`config.mk`:
```
export PLATFORM = sky130hd
export DESIGN_NAME = charger_adc_results_option_regs
export DESIGN_NICKNAME = d
export VERILOG_FILES = /design/src/hw/charger_regs_pkg.sv /design/src/hw/adc_result_store.sv /design/src/hw/option_decode.sv /design/src/hw/charger_adc_results_option_regs.sv
export SDC_FILE = /design/constraint.sdc
export NUM_CORES = 1
export LEC_CHECK = 0
export ABC_AREA = 1
export ABC_CLOCK_PERIOD_IN_PS = 1340
export BUFFER_PORTS_ARGS = -buffer_cell sky130_fd_sc_hd__buf_2
export CAP_MARGIN = 20
export CORE_MARGIN = 3
export CORE_UTILIZATION = 32
export DETAILED_ROUTE_END_ITERATION = 7
export GPL_TIMING_DRIVEN = 0
export SYNTH_ARGS = -nofsm -noshare
export SYNTH_HDL_FRONTEND = slang
export SYNTH_HIERARCHICAL = 1
export SYNTH_SLANG_ARGS = --single-unit
```
`constraint.sdc`:
```
create_clock -name i_core_clk -period 1.34 [get_ports i_core_clk]
set_input_delay 0.268 -clock i_core_clk [delete_from_list [all_inputs] [get_ports i_core_clk]]
set_output_delay 0.268 -clock i_core_clk [all_outputs]
set_load 0.02 [all_outputs]
```
`src/hw/charger_regs_pkg.sv`:
```
// Package: register offsets, field positions, reset values and shared types
package charger_regs_pkg;

  // Byte addresses on the host register port
  localparam logic [7:0] ADDR_INPUT_LIMIT_LOW = 8'h24;
  localparam logic [7:0] ADDR_INPUT_LIMIT_HIGH = 8'h25;
  localparam logic [7:0] ADDR_SYSTEM_POWER = 8'h26;
  localparam logic [7:0] ADDR_BUS_VOLTAGE = 8'h27;
  localparam logic [7:0] ADDR_DISCHARGE_CURRENT = 8'h28;
  localparam logic [7:0] ADDR_CHARGE_CURRENT = 8'h29;
  localparam logic [7:0] ADDR_COMPARATOR_INPUT = 8'h2A;
  localparam logic [7:0] ADDR_INPUT_CURRENT = 8'h2B;
  localparam logic [7:0] ADDR_BATTERY_VOLTAGE = 8'h2C;
  localparam logic [7:0] ADDR_SYSTEM_VOLTAGE = 8'h2D;
  localparam logic [7:0] ADDR_OPTION_ONE_LOW = 8'h30;
  localparam logic [7:0] ADDR_OPTION_ONE_HIGH = 8'h31;

  // Reset value of the first charge-option register
  localparam logic [15:0] OPTION_ONE_RESET = 16'h3F00;

  // Field positions in the option high byte
  localparam int BIT_MONITOR_ENABLE = 7;
  localparam int BIT_ALERT_ENABLE = 6;
  localparam int BIT_SENSE_CFG_HI = 5;
  localparam int BIT_SENSE_CFG_LO = 4;
  localparam int BIT_INPUT_SENSE = 3;
  localparam int BIT_CHARGE_SENSE = 2;
  localparam int BIT_SENSE_GAIN = 1;
  localparam int BIT_FAST_COMP = 0;

  // Reserved readbacks
  localparam logic [7:0] RESERVED_READ = 8'h00;
  localparam logic [7:0] CURRENT_FIELD_MASK = 8'h7F;

  // Scaling: mV / mA per code, zero offsets in mV, full-scale code, gain in nA per W, clamp in mA
  localparam int BUS_STEP_MV = 96;
  localparam int BUS_SPAN_MV = 24480;
  localparam int SPAN_WIDE_STEP_MV = 12;
  localparam int SPAN_NARROW_STEP_MV = 8;
  localparam int CHARGE_STEP_10_MA = 64;
  localparam int CHARGE_STEP_5_MA = 128;
  localparam int DISCHARGE_STEP_10_MA = 256;
  localparam int DISCHARGE_STEP_5_MA = 512;
  localparam int INPUT_STEP_10_MA = 50;
  localparam int INPUT_STEP_5_MA = 100;
  localparam int CELL_STEP_MV = 64;
  localparam int CELL_ZERO_LOW_MV = 2880;
  localparam int CELL_ZERO_FIVE_MV = 8160;
  localparam int DISCHARGE_FULL_CODE = 127;
  localparam int GAIN_LOW_NA_PER_W = 250;
  localparam int GAIN_HIGH_NA_PER_W = 1000;
  localparam int FAST_CLAMP_MA = 6400;

  // Power-sense configuration codes
  typedef enum logic [1:0] {
    SENSE_BUS_AND_BATTERY = 2'b00,
    SENSE_BUS_ONLY = 2'b01,
    SENSE_RESERVED = 2'b10,
    SENSE_OFF = 2'b11
  } power_sense_cfg_t;

  // One completed conversion set from the converter
  typedef struct packed {
    logic [7:0] system_power;
    logic [7:0] bus_voltage;
    logic [6:0] discharge_current;
    logic [6:0] charge_current;
    logic [7:0] comparator_input;
    logic [7:0] input_current;
    logic [7:0] battery_voltage;
    logic [7:0] system_voltage;
  } adc_results_t;

  // Decoded option high byte driving the analogue side
  typedef struct packed {
    logic current_monitor_buffer_enable;
    logic low_power_alert_enable;
    power_sense_cfg_t power_sense_config;
    logic input_sense_resistor_select;
    logic charge_sense_resistor_select;
    logic power_sense_gain;
    logic fast_compensation_enable;
  } option_controls_t;

  // Scaling published to the analogue/readout side
  typedef struct packed {
    logic [15:0] charge_step_ma;
    logic [15:0] discharge_step_ma;
    logic [15:0] input_step_ma;
    logic [15:0] span_step_mv;
    logic [15:0] cell_zero_mv;
    logic [15:0] discharge_full_ma;
    logic [15:0] bus_step_mv;
    logic [15:0] gain_na_per_w;
    logic [15:0] input_clamp_ma;
  } scaling_t;

  // Shared step selection by a one-bit choice
  function automatic logic [15:0] pick_step(input logic sel, input int when_zero, input int when_one);
    pick_step = sel ? 16'(when_one) : 16'(when_zero);
  endfunction

endpackage

```
`src/hw/adc_result_store.sv`:
```
// Holding registers for the most recent completed conversion set
`timescale 1ns/100ps
module adc_result_store
  import charger_regs_pkg::*;
(
  // Clock and control
  input wire logic i_core_clk,
  input wire logic i_reset,
  input wire logic i_clk_en,
  // Conversion input
  input wire logic i_done,
  input wire adc_results_t i_results,
  // Stored results
  output adc_results_t o_results
);

  // Capture only on completion; reads never touch this store
  always_ff @(posedge i_core_clk) begin
    if (i_reset) begin
      o_results <= '0;
    end else if (i_clk_en && i_done) begin
      o_results <= i_results;
    end
  end

endmodule

```
`src/hw/option_decode.sv`:
```
// Decode of the option high byte into analogue enables and scaling
`timescale 1ns/100ps
module option_decode
  import charger_regs_pkg::*;
(
  // Option state
  input wire option_controls_t i_opt,
  input wire logic i_low_power_mode_enable,
  input wire logic i_adc_span_select,
  input wire logic i_five_cells,
  // Analogue enables
  output logic o_current_monitor_on,
  output logic o_power_sense_on,
  output logic o_power_sense_battery,
  output logic o_low_power_alert_on,
  // Scaling
  output scaling_t o_scale
);

  // Low-power mode overrides both buffer enables
  always_comb begin
    o_current_monitor_on = i_opt.current_monitor_buffer_enable && !i_low_power_mode_enable;
    o_power_sense_on = !i_low_power_mode_enable &&
      (i_opt.power_sense_config == SENSE_BUS_AND_BATTERY || i_opt.power_sense_config == SENSE_BUS_ONLY);
    o_power_sense_battery = o_power_sense_on && (i_opt.power_sense_config == SENSE_BUS_AND_BATTERY);
    // Alert monitoring only meaningful on battery in low-power mode
    o_low_power_alert_on = i_opt.low_power_alert_enable && i_low_power_mode_enable;
  end

  // Per-code scaling chosen by the sense selections, span and cell count
  always_comb begin
    o_scale.charge_step_ma = pick_step(i_opt.charge_sense_resistor_select,
      CHARGE_STEP_10_MA, CHARGE_STEP_5_MA);
    o_scale.discharge_step_ma = pick_step(i_opt.charge_sense_resistor_select,
      DISCHARGE_STEP_10_MA, DISCHARGE_STEP_5_MA);
    o_scale.input_step_ma = pick_step(i_opt.input_sense_resistor_select,
      INPUT_STEP_10_MA, INPUT_STEP_5_MA);
    o_scale.span_step_mv = pick_step(i_adc_span_select, SPAN_NARROW_STEP_MV, SPAN_WIDE_STEP_MV);
    o_scale.cell_zero_mv = pick_step(i_five_cells, CELL_ZERO_LOW_MV, CELL_ZERO_FIVE_MV);
    o_scale.discharge_full_ma = 16'(DISCHARGE_FULL_CODE * 256) << i_opt.charge_sense_resistor_select;
    o_scale.bus_step_mv = 16'(BUS_STEP_MV);
    o_scale.gain_na_per_w = pick_step(i_opt.power_sense_gain, GAIN_LOW_NA_PER_W, GAIN_HIGH_NA_PER_W);
    // Fast compensation under 5 mOhm input sensing clamps the limit
    o_scale.input_clamp_ma = (i_opt.fast_compensation_enable && i_opt.input_sense_resistor_select)
      ? 16'(FAST_CLAMP_MA) : 16'hFFFF;
  end

endmodule

```
`src/hw/charger_adc_results_option_regs.sv`:
```
// Register bank: ADC result readback and option high byte of the charger
`timescale 1ns/100ps
module charger_adc_results_option_regs
  import charger_regs_pkg::*;
(
  // Clock, reset, enable
  input wire logic i_core_clk,
  input wire logic i_reset,
  input wire logic i_clk_en,
  // Host register port (byte wide, one cycle strobes)
  input wire logic [7:0] i_reg_addr,
  input wire logic i_reg_write,
  input wire logic i_reg_read,
  input wire logic [7:0] i_reg_wdata,
  output logic [7:0] o_reg_rdata,
  output logic o_reg_rvalid,
  // Converter side
  input wire logic i_adc_done,
  input wire adc_results_t i_adc_results,
  input wire logic [6:0] i_input_limit_code,
  input wire logic i_discharge_over_range,
  // Device modes held elsewhere
  input wire logic i_low_power_mode_enable,
  input wire logic i_adc_span_select,
  input wire logic i_five_cells,
  input wire logic [7:0] i_option_low,
  // Analogue controls
  output option_controls_t o_option,
  output logic o_current_monitor_on,
  output logic o_power_sense_on,
  output logic o_power_sense_battery,
  output logic o_low_power_alert_on,
  output scaling_t o_scale
);

  logic [7:0] option_high;
  adc_results_t incoming;
  adc_results_t stored;
  logic [7:0] next_rdata;

  // Discharge code saturates at full scale when the converter is over range
  always_comb begin
    incoming = i_adc_results;
    if (i_discharge_over_range) begin
      incoming.discharge_current = 7'(DISCHARGE_FULL_CODE);
    end
  end

  adc_result_store u_store (
    .i_core_clk(i_core_clk),
    .i_reset(i_reset),
    .i_clk_en(i_clk_en),
    .i_done(i_adc_done),
    .i_results(incoming),
    .o_results(stored)
  );

  // Option high byte; power-on defaults set all sense selections
  always_ff @(posedge i_core_clk) begin
    if (i_reset) begin
      option_high <= OPTION_ONE_RESET[15:8];
    end else if (i_clk_en && i_reg_write && i_reg_addr == ADDR_OPTION_ONE_HIGH) begin
      option_high <= i_reg_wdata;
    end
  end

  // Fast compensation bit follows bit 0 of the option byte as written, like the other fields
  always_comb begin
    o_option.current_monitor_buffer_enable = option_high[BIT_MONITOR_ENABLE];
    o_option.low_power_alert_enable = option_high[BIT_ALERT_ENABLE];
    o_option.power_sense_config = power_sense_cfg_t'(option_high[BIT_SENSE_CFG_HI:BIT_SENSE_CFG_LO]);
    o_option.input_sense_resistor_select = option_high[BIT_INPUT_SENSE];
    o_option.charge_sense_resistor_select = option_high[BIT_CHARGE_SENSE];
    o_option.power_sense_gain = option_high[BIT_SENSE_GAIN];
    o_option.fast_compensation_enable = option_high[BIT_FAST_COMP];
  end

  option_decode u_decode (
    .i_opt(o_option),
    .i_low_power_mode_enable(i_low_power_mode_enable),
    .i_adc_span_select(i_adc_span_select),
    .i_five_cells(i_five_cells),
    .o_current_monitor_on(o_current_monitor_on),
    .o_power_sense_on(o_power_sense_on),
    .o_power_sense_battery(o_power_sense_battery),
    .o_low_power_alert_on(o_low_power_alert_on),
    .o_scale(o_scale)
  );

  // Read mux; unmapped addresses read zero
  always_comb begin
    unique case (i_reg_addr)
      ADDR_INPUT_LIMIT_LOW: next_rdata = RESERVED_READ;
      ADDR_INPUT_LIMIT_HIGH: next_rdata = {1'b0, i_input_limit_code};
      ADDR_SYSTEM_POWER: next_rdata = stored.system_power;
      ADDR_BUS_VOLTAGE: next_rdata = stored.bus_voltage;
      ADDR_DISCHARGE_CURRENT: next_rdata = {1'b0, stored.discharge_current} & CURRENT_FIELD_MASK;
      ADDR_CHARGE_CURRENT: next_rdata = {1'b0, stored.charge_current} & CURRENT_FIELD_MASK;
      ADDR_COMPARATOR_INPUT: next_rdata = stored.comparator_input;
      ADDR_INPUT_CURRENT: next_rdata = stored.input_current;
      ADDR_BATTERY_VOLTAGE: next_rdata = stored.battery_voltage;
      ADDR_SYSTEM_VOLTAGE: next_rdata = stored.system_voltage;
      ADDR_OPTION_ONE_LOW: next_rdata = i_option_low;
      ADDR_OPTION_ONE_HIGH: next_rdata = option_high;
      default: next_rdata = RESERVED_READ;
    endcase
  end

  // Registered read data; a read has no effect on stored results
  always_ff @(posedge i_core_clk) begin
    if (i_reset) begin
      o_reg_rdata <= '0;
      o_reg_rvalid <= 1'b0;
    end else if (i_clk_en) begin
      o_reg_rvalid <= i_reg_read;
      if (i_reg_read) begin
        o_reg_rdata <= next_rdata;
      end
    end
  end

endmodule

```
==> impl_metrics.ini <==
[status]
outcome = finished with violations
failed_checks = setup timing

[sta]
rsz0062_at_grt = yes
finalHoldViolCount = 0
layout_min_cycle_time_ps = 1384
clock_skew_ps = 6.413
timing.hold.ws_ps = 135.1
worst_slack_ps = -43.63
fmax_ghz = 0.7227
finalSetupViolations = 13
post-route-period-util_pct = 103.3
slew_violations = 0

[die]
core_sq_um = 16120
placementRows = 46
die_h_microns = 135.1
io_pins = 268
initial_core_util_pct = 33.11
die_area_sq_um = 18260
die_w_microns = 135.1

[cts]
cts_made_buffers = 9
htreeDepth = 3
cts_sinks = 79
cts.clk_slew.worst_paths_ps = 60
root_buffer = clkbuf_16
cts_tree = done
cts_buffer_depth = 2
clock_latency_ps = 340
cts_hold_buf = 0

[logic_synthesis]
yosysUniqueCellTypes = 19
seq_area_frac_synth_pct = 29.64
netlist_area_sq_um = 5336
yosys_warnings = 6
synth-seq-cells = 79
synthCells = 833
syn_area_per_cell_sq_um = 6.406

[cells_and_area]
nets = 1217
syn2layout_area_growth_pct = 37.12
finish.utilization_pct = 45.40
final_common_cell = nand2_1
final_cell_area_sq_um = 7317
drive_gt1_share_pct = 34.76
diodes = 0
final_cell_mix = nand2_1 (201), nor2_1 (158), buf_4 (151)

[route]
drtIter0Drc = 270
vias = 5285
ant_nets = 0
via_per_inst = 3.959
wire_per_inst_microns = 12.16
drc_errors = 0
wl_mm = 16.23
first_pass_iters = 5

[global_routing]
grt_pass1_vias = 4456
gr-total-overflow = 0
track_usage_pct = 16.60
grt_max_degree = 15
grt_pass1_wl_mm = 23.49
antenna_found_initial = 0

[worst_setup_path]
startpoint = o_option[3]
crit_fanout = 6
start_kind = register
path_class = reg -> out
rr_startpoint = o_option[3]
arrival_ps = 1120
critical_path_required_ps = 1070
end_kind = primary output

[power_and_ir_drop]
ir_worst_vdd_mv = 0.5559
leakage_nw = 4.306
pwr_density_cell_nw_per_um2 = 870.4
finalPower_mw = 6.369

[place]
gp_congestion = 0.8331
postPlaceCellArea_sq_um = 6788
numPortBuffers = 153
place_hpwl_mm = 13.01

[worst_hold_path]
min-delay-path-class = in -> reg
hold_start = i_reg_wdata[1]

[flow_run]
maxCapViolCount = 0
cell type report:
class	instances	area (sq um)
buffer	167	1264
clock buffer	10	239.0
clock inverter	6	68.82
fill	1713	8798
inverter	89	334.1
multi-input combinational	609	2619
sequential	79	1602
tap	216	270.3
timing repair buffer	159	920.9
power breakdown:
part	switching [mW]	total [mW]	internal [mW]	leakage, nW
registers	0.0743	2.54	2.47	0.650
clock network	1.04	2.54	1.51	0.154
logic	0.764	1.28	0.518	3.50
final timing paths:
kind                    endpoint  slack, ps  cells past startpoint
setup reg to reg  o_reg_rdata[3]         80                      8
hold reg to reg   o_reg_rdata[4]        460                      2
hold / removal       o_option[1]        140                      3
setup / recovery      o_scale[1]        -40                      3
kinds of logic after synthesis:
logic type / synth area share (%)
DFF: 29.64
buffers and inverters: 29.59
and+or+nand+nor: 39.60
AOI/OAI and AO/OA: 1.032
other: 0.1407
sequential cells by signal, summed over array words and instances, names as in the netlist:
| register | flops |
|---|---|
| o_reg_rvalid | 1 |
| o_option | 8 |
| u_store/o_results | 62 |
| o_reg_rdata | 8 |
metal layers:
metal  vias to the layer above  global-route usage [%]  part of all wire (%)
li1                       2823                       -                     -
met1                      2239                   20.05                    41
met2                       203                   29.29                    49
met3                        20                   4.086                   7.9
met4                         0                   4.703                   1.7
met5                         -                       0                     0
cell usage after synthesis (all sizes together):
| cell type | count | area, sq um |
|---|---|---|
| buf | 162 | 1226 |
| clkbuf | 5 | 18.77 |
| dfxtp | 79 | 1582 |
| inv | 89 | 334.1 |
| conb | 2 | 7.510 |
| a21oi | 9 | 45.04 |
| nor2 | 174 | 782.0 |
| o21ai | 2 | 10.01 |
| or2 | 7 | 43.79 |
| nand3 | 91 | 455.4 |
| nand2 | 213 | 832.1 |
what timing repair did:
item	4_1_cts	5_1_grt
resized for setup	40	18
gates cloned	1	0
endpoints found under the setup margin	31	23
buffers inserted	4	2
pin swaps	2	5
per-stage QoR:
step	setup WS, ps	cells	TNS [ps]
5_1_grt	-90.94	1335	-1039
3_3_place_gp	-206.6	1312	-2085
6_report	-43.63	1335	-435.6
2_1_floorplan	76.95	943	0
4_1_cts	-53.85	1333	-593.0
3_5_place_dp	-218.9	1312	-2135
worst max-delay path, stage by stage, from the launching register on:
cell,delay (ps)
dfxtp_4,420
nand2_4,90
buf_4,140
buf_6,120
Note: power is estimated with default switching activity, not from simulation.
